--- config.mk ---
export PLATFORM = sky130hd
export DESIGN_NAME = spg_six_phase_pwm
export DESIGN_NICKNAME = d
export VERILOG_FILES = /design/src/common/spg_pkg.sv /design/src/rtl/spg_six_phase_pwm.sv
export SDC_FILE = /design/constraint.sdc
export NUM_CORES = 1
export LEC_CHECK = 0
export ABC_AREA = 1
export BUFFER_PORTS_ARGS = -buffer_cell sky130_fd_sc_hd__buf_2
export CAP_MARGIN = 20
export CORE_AREA = 2 2 197 199
export CTS_BUF_LIST = sky130_fd_sc_hd__clkbuf_4 sky130_fd_sc_hd__clkbuf_8
export CTS_CLUSTER_DIAMETER = 120
export DETAILED_ROUTE_END_ITERATION = 10
export DIE_AREA = 0 0 199 201
export PLACE_DENSITY = 0.72
export SLEW_MARGIN = 40
export SYNTH_ARGS = -nofsm -noshare
export SYNTH_HDL_FRONTEND = slang
export SYNTH_SLANG_ARGS = --single-unit
--- constraint.sdc ---
create_clock -name clk_sys -period 12.1 [get_ports clk_sys]
set_clock_uncertainty 0.05 [all_clocks]
set_input_delay 0.605 -clock clk_sys [delete_from_list [all_inputs] [get_ports clk_sys]]
set_output_delay 0.605 -clock clk_sys [all_outputs]
set_load 0.02 [all_outputs]
--- src/common/spg_pkg.sv ---
package spg_pkg;

   // geometry
   localparam int CNT_W   = 16;
   localparam int DT_W    = 10;
   localparam int PHASES  = 3;
   localparam int ADDR_W  = 6;
   localparam int THIN_W  = 5;
   localparam int OPT_W   = 7;
   localparam int CTRL_W  = 5;

   // register byte offsets
   localparam logic [ADDR_W-1:0] OFS_CTRL   = 6'h00;
   localparam logic [ADDR_W-1:0] OFS_CYCLE  = 6'h04;
   localparam logic [ADDR_W-1:0] OFS_DUTY_U = 6'h08;
   localparam logic [ADDR_W-1:0] OFS_DUTY_V = 6'h0c;
   localparam logic [ADDR_W-1:0] OFS_DUTY_W = 6'h10;
   localparam logic [ADDR_W-1:0] OFS_DEAD   = 6'h14;
   localparam logic [ADDR_W-1:0] OFS_OPT1   = 6'h18;
   localparam logic [ADDR_W-1:0] OFS_COMP0  = 6'h1c;
   localparam logic [ADDR_W-1:0] OFS_COMP1  = 6'h20;
   localparam logic [ADDR_W-1:0] OFS_STATUS = 6'h24;

   // control register fields
   localparam int CTRL_MODE_LSB = 0;
   localparam int CTRL_RUN_BIT  = 3;
   localparam int CTRL_ANY_BIT  = 4;
   localparam logic [2:0] MODE_SIX_PHASE = 3'h7;

   // option register 1 fields
   localparam int OPT_CREST_EN  = 0;
   localparam int OPT_VALLEY_EN = 1;
   localparam int OPT_THIN_LSB  = 2;

   // status register fields
   localparam int STAT_DIR_BIT  = 0;
   localparam int STAT_CNT_LSB  = 16;

   // counter landmarks
   localparam logic [CNT_W-1:0] VALLEY_COUNT = 16'h0001;
   localparam logic [CNT_W-1:0] COUNT_START  = 16'h0000;

   // bus answers
   localparam logic [1:0] RESP_OKAY   = 2'h0;
   localparam logic [1:0] RESP_SLVERR = 2'h2;

   typedef struct packed {
      logic              awvalid;
      logic [ADDR_W-1:0] awaddr;
      logic              wvalid;
      logic [31:0]       wdata;
      logic [3:0]        wstrb;
      logic              bready;
      logic              arvalid;
      logic [ADDR_W-1:0] araddr;
      logic              rready;
   } spg_axi_req_s;

   typedef struct packed {
      logic        awready;
      logic        wready;
      logic        bvalid;
      logic [1:0]  bresp;
      logic        arready;
      logic        rvalid;
      logic [31:0] rdata;
      logic [1:0]  rresp;
   } spg_axi_rsp_s;

   typedef struct packed {
      logic [PHASES-1:0] pos;
      logic [PHASES-1:0] neg;
   } spg_pwm_s;

   typedef struct packed {
      logic [CTRL_W-1:0]                ctrl;
      logic [CNT_W-1:0]                 cycBuf;
      logic [CNT_W-1:0]                 cycAct;
      logic [PHASES-1:0][CNT_W-1:0]     dutyBuf;
      logic [PHASES-1:0][CNT_W-1:0]     dutyAct;
      logic [DT_W-1:0]                  deadTime;
      logic [OPT_W-1:0]                 optBuf;
      logic [OPT_W-1:0]                 optAct;
      logic [1:0][CNT_W-1:0]            compBuf;
      logic [1:0][CNT_W-1:0]            compAct;
      logic                             xferPend;
      logic [CNT_W-1:0]                 cnt;
      logic                             dirDown;
      logic [PHASES-1:0]                wave;
      logic [PHASES-1:0]                busy;
      logic [PHASES-1:0][DT_W-1:0]      dtCnt;
      spg_pwm_s                         pwm;
      logic [THIN_W-1:0]                crestThin;
      logic [THIN_W-1:0]                valleyThin;
      logic                             crestIrq;
      logic                             valleyIrq;
      logic                             awHave;
      logic [ADDR_W-1:0]                awAddr;
      logic                             wHave;
      logic [31:0]                      wData;
      logic [3:0]                       wStrb;
      logic                             bvalid;
      logic [1:0]                       bresp;
      logic                             rvalid;
      logic [31:0]                      rdata;
      logic [1:0]                       rresp;
   } spg_state_s;

endpackage

--- src/rtl/spg_six_phase_pwm.sv ---
`timescale 1ns/1ps
module spg_six_phase_pwm
   import spg_pkg::*;
(
   // clock and reset
   input  wire logic                       clk_sys,
   input  wire logic                       reset_n,
   // register bus
   input  wire spg_axi_req_s               axiReq,
   output spg_axi_rsp_s                    axiRsp,
   // gate drive outputs
   output spg_pwm_s                        pwmOut,
   // events and status
   output logic                            crestIrq,
   output logic                            valleyIrq,
   output logic                            countDirFlag,
   // companion timer compare values
   output logic [1:0][CNT_W-1:0]           companionCompare
);

   spg_state_s s_q;
   spg_state_s s_d;
   logic       rstMeta_q;
   logic       rstSync_q;

   // apply byte enables to a stored word
   function automatic logic [31:0] mergeBytes(input logic [31:0] oldVal,
                                              input logic [31:0] newVal,
                                              input logic [3:0]  strb);
      logic [31:0] res;
      res = oldVal;
      for (int b = 0; b < 4; b++) begin
         if (strb[b]) begin
            res[b*8 +: 8] = newVal[b*8 +: 8];
         end
      end
      return res;
   endfunction

   // known register offsets
   function automatic logic isMapped(input logic [ADDR_W-1:0] a);
      unique case (a)
         OFS_CTRL, OFS_CYCLE, OFS_DUTY_U, OFS_DUTY_V, OFS_DUTY_W, OFS_DEAD,
         OFS_OPT1, OFS_COMP0, OFS_COMP1, OFS_STATUS: return 1'b1;
         default: return 1'b0;
      endcase
   endfunction

   // read view of the register file
   function automatic logic [31:0] readReg(input spg_state_s st,
                                           input logic [ADDR_W-1:0] a);
      logic [31:0] v;
      v = 32'h0000_0000;
      unique case (a)
         OFS_CTRL:   v[CTRL_W-1:0] = st.ctrl;
         OFS_CYCLE:  v[CNT_W-1:0]  = st.cycBuf;
         OFS_DUTY_U: v[CNT_W-1:0]  = st.dutyBuf[0];
         OFS_DUTY_V: v[CNT_W-1:0]  = st.dutyBuf[1];
         OFS_DUTY_W: v[CNT_W-1:0]  = st.dutyBuf[2];
         OFS_DEAD:   v[DT_W-1:0]   = st.deadTime;
         OFS_OPT1:   v[OPT_W-1:0]  = st.optBuf;
         OFS_COMP0:  v[CNT_W-1:0]  = st.compBuf[0];
         OFS_COMP1:  v[CNT_W-1:0]  = st.compBuf[1];
         OFS_STATUS: begin
            v[STAT_DIR_BIT]                 = st.dirDown;
            v[STAT_CNT_LSB +: CNT_W]        = st.cnt;
         end
         default:    v = 32'h0000_0000;
      endcase
      return v;
   endfunction

   // move every buffered value to its active copy
   function automatic spg_state_s copyBuffers(input spg_state_s st);
      spg_state_s r;
      r          = st;
      r.cycAct   = st.cycBuf;
      r.dutyAct  = st.dutyBuf;
      r.optAct   = st.optBuf;
      r.compAct  = st.compBuf;
      r.xferPend = 1'b0;
      return r;
   endfunction

   // next level of one basic phase wave
   function automatic logic nextWave(input logic             cur,
                                     input logic             atCrest,
                                     input logic             atValley,
                                     input logic [CNT_W-1:0] nextCnt,
                                     input logic             nextDown,
                                     input logic [CNT_W-1:0] duty);
      logic lvl;
      lvl = cur;
      if (atCrest) begin
         lvl = 1'b1;
      end
      if (atValley) begin
         lvl = 1'b0;
      end
      // the match is applied last so it beats a forced edge;
      // duty 0 and cycle+1 only ever match at a turning point
      if (nextCnt == duty) begin
         lvl = ~nextDown;
      end
      return lvl;
   endfunction

   // next dead-time count: a wave edge restarts the gap, zero means idle
   function automatic logic [DT_W-1:0] nextGap(input logic            waveEdge,
                                               input logic [DT_W-1:0] cur,
                                               input logic [DT_W-1:0] dead);
      logic [DT_W-1:0] n;
      n = cur;
      if (waveEdge && dead != '0) begin
         n = 10'h001;
      end else if (cur != '0) begin
         n = (cur >= dead) ? '0 : cur + 10'h001;
      end
      return n;
   endfunction

   // thinning: an enabled event fires once its skip count is used up
   function automatic logic thinFire(input logic              ev,
                                     input logic [THIN_W-1:0] seen,
                                     input logic [THIN_W-1:0] target);
      return ev & (seen == target);
   endfunction

   // skip count after an event, back to zero when the event fires
   function automatic logic [THIN_W-1:0] thinNext(input logic              ev,
                                                   input logic [THIN_W-1:0] seen,
                                                   input logic [THIN_W-1:0] target);
      logic [THIN_W-1:0] nxt;
      nxt = seen;
      if (ev) begin
         nxt = (seen == target) ? '0 : seen + 5'h01;
      end
      return nxt;
   endfunction

   // reset release through two flip-flops
   always_ff @(posedge clk_sys or negedge reset_n) begin
      if (!reset_n) begin
         rstMeta_q <= 1'b0;
         rstSync_q <= 1'b0;
      end else begin
         rstMeta_q <= 1'b1;
         rstSync_q <= rstMeta_q;
      end
   end

   always_comb begin
      logic                         run;
      logic                         anytime;
      logic                         crest;
      logic                         valley;
      logic                         xfer;
      logic [PHASES-1:0][CNT_W-1:0] dutyUse;
      logic [31:0]                  wWord;
      logic [THIN_W-1:0]            thinTarget;
      logic                         doWrite;
      logic                         crestEv;
      logic                         valleyEv;
      run        = 1'b0;
      anytime    = 1'b0;
      crest      = 1'b0;
      valley     = 1'b0;
      xfer       = 1'b0;
      dutyUse    = '0;
      wWord      = 32'h0000_0000;
      thinTarget = '0;
      doWrite    = 1'b0;
      crestEv    = 1'b0;
      valleyEv   = 1'b0;
      s_d        = s_q;

      run     = (s_q.ctrl[CTRL_MODE_LSB +: 3] == MODE_SIX_PHASE)
              & s_q.ctrl[CTRL_RUN_BIT];
      anytime = s_q.ctrl[CTRL_ANY_BIT];
      crest   = run & ~s_q.dirDown & (s_q.cnt == s_q.cycAct);
      valley  = run & s_q.dirDown & (s_q.cnt == VALLEY_COUNT);
      xfer    = (crest | valley) & s_q.xferPend & ~anytime;

      // buffered values move to the active side at crest or valley
      if (xfer) begin
         s_d = copyBuffers(s_d);
      end
      dutyUse = s_d.dutyAct;

      // carrier counter
      if (!run) begin
         s_d.cnt     = COUNT_START;
         s_d.dirDown = 1'b0;
      end else begin
         s_d.cnt = s_q.dirDown ? s_q.cnt - 16'h0001 : s_q.cnt + 16'h0001;
         if (crest) begin
            s_d.dirDown = 1'b1;
         end
         if (valley) begin
            s_d.dirDown = 1'b0;
         end
      end

      // basic three-phase wave; matches are taken on the next count
      for (int p = 0; p < PHASES; p++) begin
         s_d.wave[p] = run & nextWave(s_q.wave[p], crest, valley, s_d.cnt, s_d.dirDown,
                                      dutyUse[p]);
      end

      // dead-time insertion per phase
      for (int p = 0; p < PHASES; p++) begin
         s_d.dtCnt[p]   = run ? nextGap(s_d.wave[p] != s_q.wave[p], s_q.dtCnt[p],
                                        s_q.deadTime) : '0;
         s_d.busy[p]    = s_d.dtCnt[p] != '0;
         s_d.pwm.pos[p] = run & s_d.wave[p] & ~s_d.busy[p];
         s_d.pwm.neg[p] = run & ~s_d.wave[p] & ~s_d.busy[p];
      end

      // interrupt thinning: fire on every (count+1)-th event
      thinTarget     = s_q.optAct[OPT_THIN_LSB +: THIN_W];
      crestEv        = crest & s_q.optAct[OPT_CREST_EN];
      valleyEv       = valley & s_q.optAct[OPT_VALLEY_EN];
      s_d.crestIrq   = thinFire(crestEv, s_q.crestThin, thinTarget);
      s_d.valleyIrq  = thinFire(valleyEv, s_q.valleyThin, thinTarget);
      s_d.crestThin  = run ? thinNext(crestEv, s_q.crestThin, thinTarget) : '0;
      s_d.valleyThin = run ? thinNext(valleyEv, s_q.valleyThin, thinTarget) : '0;

      // write channel: address and data taken in either order
      if (axiReq.awvalid && !s_q.awHave && !s_q.bvalid) begin
         s_d.awHave = 1'b1;
         s_d.awAddr = axiReq.awaddr;
      end
      if (axiReq.wvalid && !s_q.wHave && !s_q.bvalid) begin
         s_d.wHave = 1'b1;
         s_d.wData = axiReq.wdata;
         s_d.wStrb = axiReq.wstrb;
      end
      doWrite = s_q.awHave & s_q.wHave & ~s_q.bvalid;
      if (doWrite) begin
         s_d.awHave = 1'b0;
         s_d.wHave  = 1'b0;
         s_d.bvalid = 1'b1;
         s_d.bresp  = isMapped(s_q.awAddr) ? RESP_OKAY : RESP_SLVERR;
         wWord      = mergeBytes(readReg(s_q, s_q.awAddr), s_q.wData, s_q.wStrb);
         unique case (s_q.awAddr)
            OFS_CTRL:   s_d.ctrl          = wWord[CTRL_W-1:0];
            OFS_CYCLE:  s_d.cycBuf        = wWord[CNT_W-1:0];
            OFS_DUTY_U: s_d.dutyBuf[0]    = wWord[CNT_W-1:0];
            OFS_DUTY_V: s_d.dutyBuf[1]    = wWord[CNT_W-1:0];
            OFS_DUTY_W: s_d.dutyBuf[2]    = wWord[CNT_W-1:0];
            OFS_DEAD:   s_d.deadTime      = wWord[DT_W-1:0];
            OFS_OPT1:   s_d.optBuf        = wWord[OPT_W-1:0];
            OFS_COMP0:  s_d.compBuf[0]    = wWord[CNT_W-1:0];
            OFS_COMP1:  s_d.compBuf[1]    = wWord[CNT_W-1:0];
            default:    s_d.bresp         = s_d.bresp;
         endcase
         // duty U write arms the batch transfer; arming beats the crest/valley transfer clear, not the immediate-mode copy
         if (s_q.awAddr == OFS_DUTY_U) begin
            s_d.xferPend = 1'b1;
         end
      end
      // immediate rewrite mode, or nothing running to disturb
      if (anytime || !run) begin
         s_d = copyBuffers(s_d);
      end
      if (s_q.bvalid && axiReq.bready) begin
         s_d.bvalid = 1'b0;
      end

      // read channel
      if (axiReq.arvalid && !s_q.rvalid) begin
         s_d.rvalid = 1'b1;
         s_d.rdata  = readReg(s_q, axiReq.araddr);
         s_d.rresp  = isMapped(axiReq.araddr) ? RESP_OKAY : RESP_SLVERR;
      end else if (s_q.rvalid && axiReq.rready) begin
         s_d.rvalid = 1'b0;
      end
   end

   always_ff @(posedge clk_sys or negedge rstSync_q) begin
      if (!rstSync_q) begin
         s_q <= '0;
      end else begin
         s_q <= s_d;
      end
   end

   // bus answers
   always_comb begin
      axiRsp         = '0;
      // no request is accepted while the internal reset still holds the state
      axiRsp.awready = ~s_q.awHave & ~s_q.bvalid & rstSync_q;
      axiRsp.wready  = ~s_q.wHave & ~s_q.bvalid & rstSync_q;
      axiRsp.bvalid  = s_q.bvalid;
      axiRsp.bresp   = s_q.bresp;
      axiRsp.arready = ~s_q.rvalid & rstSync_q;
      axiRsp.rvalid  = s_q.rvalid;
      axiRsp.rdata   = s_q.rdata;
      axiRsp.rresp   = s_q.rresp;
   end

   assign pwmOut           = s_q.pwm;
   assign crestIrq         = s_q.crestIrq;
   assign valleyIrq        = s_q.valleyIrq;
   assign countDirFlag     = s_q.dirDown;
   assign companionCompare = s_q.compAct;

endmodule

==> flow_metrics.tcl <==
set metrics [dict create \
    status "completed" \
    critPathSlowestCell "buf_4" \
    path_buf_inv 3 \
    nNetsFinal 2755 \
    insertion_delay_ns 0.69 \
    hold_viol 0 \
    max_freq_mhz 174.7 \
    vdd_ir_drop_max_mv 0.1621 \
    drt_iter0_markers 2022 \
    cp_top_family "simple AND/OR/NAND/NOR gates" \
    grt_max_degree 149 \
    muxShareOfSynthArea_pct 1.005 \
    cts_root_buf "clkbuf_8" \
    synthXorXnorAreaFrac_pct 1.303 \
    grt_pass1_vias 18240 \
    synth_top_family_by_area "simple AND/OR/NAND/NOR gates" \
    clockBufferDepth 3 \
    dieArea_mm2 0.04000 \
    htreeDepth 2 \
    synth-simple-area-share_pct 25.19 \
    synth_edf_count 0 \
    slowest_delay_ns 0.67 \
    critical_path_class "flip-flop to flip-flop" \
    cts_tree "yes" \
    async_flop_share_pct 100.0 \
    slew_violations 0 \
    period_share_pct 47.31 \
    multiInputGateArea_mm2 0.009168 \
    coreArea_mm2 0.03811 \
    vias_per_cell 5.904 \
    whs_path_depth 2 \
    portBuffers 116 \
    n_antenna_cell 0 \
    synth_ff_type "dfrtp_1" \
    ys_types 53 \
    cp-start-kind "flip-flop" \
    fin_util_pct 57.75 \
    timing.setup.tns_ns 0 \
    holdCritPathClass "input port to flip-flop" \
    n_fill_cell 3552 \
    cts_sinks 354 \
    tightest_slew_ns 0.9488 \
    place_congestion 1.026 \
    r2r_end "pwmOut[0]" \
    min_from "axiReq[8]" \
    start_util_pct 52.93 \
    syn_inst 2634 \
    min_period_ns 5.724 \
    route.detailed.wl_per_inst_um 20.49 \
    numCtsBuffers 59 \
    track_usage_pct 33.38 \
    rrSetupSlack_ns 6.38 \
    num_rows 72 \
    area_delta_synth_final_pct 9.113 \
    grt-ovfl-total 0 \
    layout-drive-gt1-share_pct 12.38 \
    synthTopCellsByArea "dfrtp_1 44%, nand2_1 12%, inv_1 5.8%" \
    synth_compound_area_share_pct 14.85 \
    avgSynthCellArea_um2 7.657 \
    dr.pass1.iters 6 \
    post-route-drc-count 0 \
    syn-cell-area_mm2 0.02017 \
    min_to "axiRsp[38]" \
    yosys.area.top_type "dfrtp_1" \
    ant_nets 0 \
    crit_top_cell "nand2_1" \
    ctsHoldBuffers 1 \
    yosysTopAreaCellShare_pct 43.92 \
    ys_ff_latch 354 \
    cp-end-kind "flip-flop" \
    grt_pass1_wl_um 102500 \
    register_area_mm2 0.008862 \
    fp.dieH_um 201 \
    r2r_cells 25 \
    postCtsSetupBuffers 0 \
    synth-seq-area-share_pct 43.92 \
    dp_hpwl_um 47220 \
    yosys_warnings 0 \
    cts_resized 0 \
    via_count 19030 \
    pin_count 137 \
    regToRegStartpoint "s_q[372]" \
    worstPathArrival_ns 6.27 \
    clk_pin_slew_ns 0.07 \
    wirelength_um 66030 \
    cp_data_required_time_ns 12.65 \
    antenna_found_initial 1 \
    synth_fa_ha_area_share_pct 2.544 \
    p_per_area_mw_per_mm2 229.6 \
    crit_fanout 58 \
    rsz0062_at_grt "no" \
    maxCapViolCount 0 \
    setup_violations 0 \
    power_leakage_nw 11.02 \
    slew-limit-headroom_pct 36.16 \
    die_w_um 199 \
]
## cells in the mapped netlist (6+ instances only)
cell and instances:
nand2_1 628, dfrtp_1 354, inv_1 313, nor2_1 235
nand3_1 219, o21ai_0 171, buf_4 80, o22ai_1 75
clkbuf_1 74, a21oi_1 59, a31oi_1 54, ha_1 41
o211ai_1 40, nor3_1 29, nor4_1 28, o221ai_1 27
nand2_2 24, xor2_1 20, o31ai_1 19, mux2_2 18
buf_2 14, nand4_1 13, xnor2_1 10, a221oi_1 9
buf_1 7, inv_2 7, buf_6 6, nand3_2 6
nor3b_1 6, o21ai_1 6
## per-stage QoR
step	hold slack, ns	cell area [um2]	instances	worst slack [ns]	total power, mW
after global placement	0.2924	20580	3113	6.624	3.794
after global routing	0.05850	22010	3223	6.049	5.365
final	0.04768	22010	3223	6.376	5.052
after detailed placement	0.2871	20640	3113	6.623	3.860
after CTS	0.007079	21930	3221	6.553	5.009
after floorplan	0.2594	20170	2635	1.434	3.211
## power by group
group	internal, mW	switching (mW)
Combinational	0.617	1.48
Sequential	1.55	0.262
Clock	0.631	0.512
## logic make-up (layout without fill, tap and decap cells)
group,after synthesis,count (layout)
AOI/OAI and AO/OA,487,487
xor gates and xnor gates,30,30
adders and majority gates,41,41
buffers and inverters,502,572
DFF,354,354
muxes,18,18
other,2,3
and+or+nand+nor,1200,1200
## state kept, by name, summed over array words and instances, names as in the netlist
register and cells:
axiRsp 36, companionCompare 32, countDirFlag 1, crestIrq 1, pwmOut 6, rstMeta_q 1, rstSync_q 1, s_q 275
valleyIrq 1
## routing by layer
| layer | up-vias | part of all wire (%) | global-route usage [%] |
|---|---|---|---|
| met5 | - | 0 | 0 |
| met4 | 0 | 4.7 | 15.33 |
| met3 | 184 | 9.1 | 6.687 |
| met2 | 932 | 45 | 51.57 |
| met1 | 9145 | 41 | 45.27 |
| li1 | 8767 | - | - |
## cells in the final DEF (no fill, tap or decap), drive strengths merged, types with 20 or more instances in the layout
cell type,n
a31oi,54
nor4,28
a21oi,59
inv,321
buf,143
o211ai,40
xor2,20
dfrtp,354
ha,41
nor2,239
nand2,653
nand3,225
clkbuf,97
o21ai,177
o22ai,75
o221ai,27
nor3,29
## layout make-up
type / count / share of cell area, %
multi-input cells: 1779 / 41.66
flip-flops and latches: 354 / 40.27
clock buffers: 97 / 5.498
inverters: 321 / 5.475
repair buffers: 144 / 3.844
well taps: 518 / 2.945
clock inverters: 10 / 0.3070
## worst max-delay path by stage
stage            endpoint  startpoint  cells after the start
6_report        pwmOut[0]    s_q[372]                     25
5_1_grt         pwmOut[3]    s_q[372]                     25
4_1_cts         pwmOut[3]    s_q[372]                     25
3_5_place_dp    pwmOut[3]    s_q[372]                     25
3_3_place_gp    pwmOut[3]    s_q[372]                     25
2_1_floorplan  axiRsp[10]   rstSync_q                      0
No activity file was read; power rests on OpenSTA's default activity.
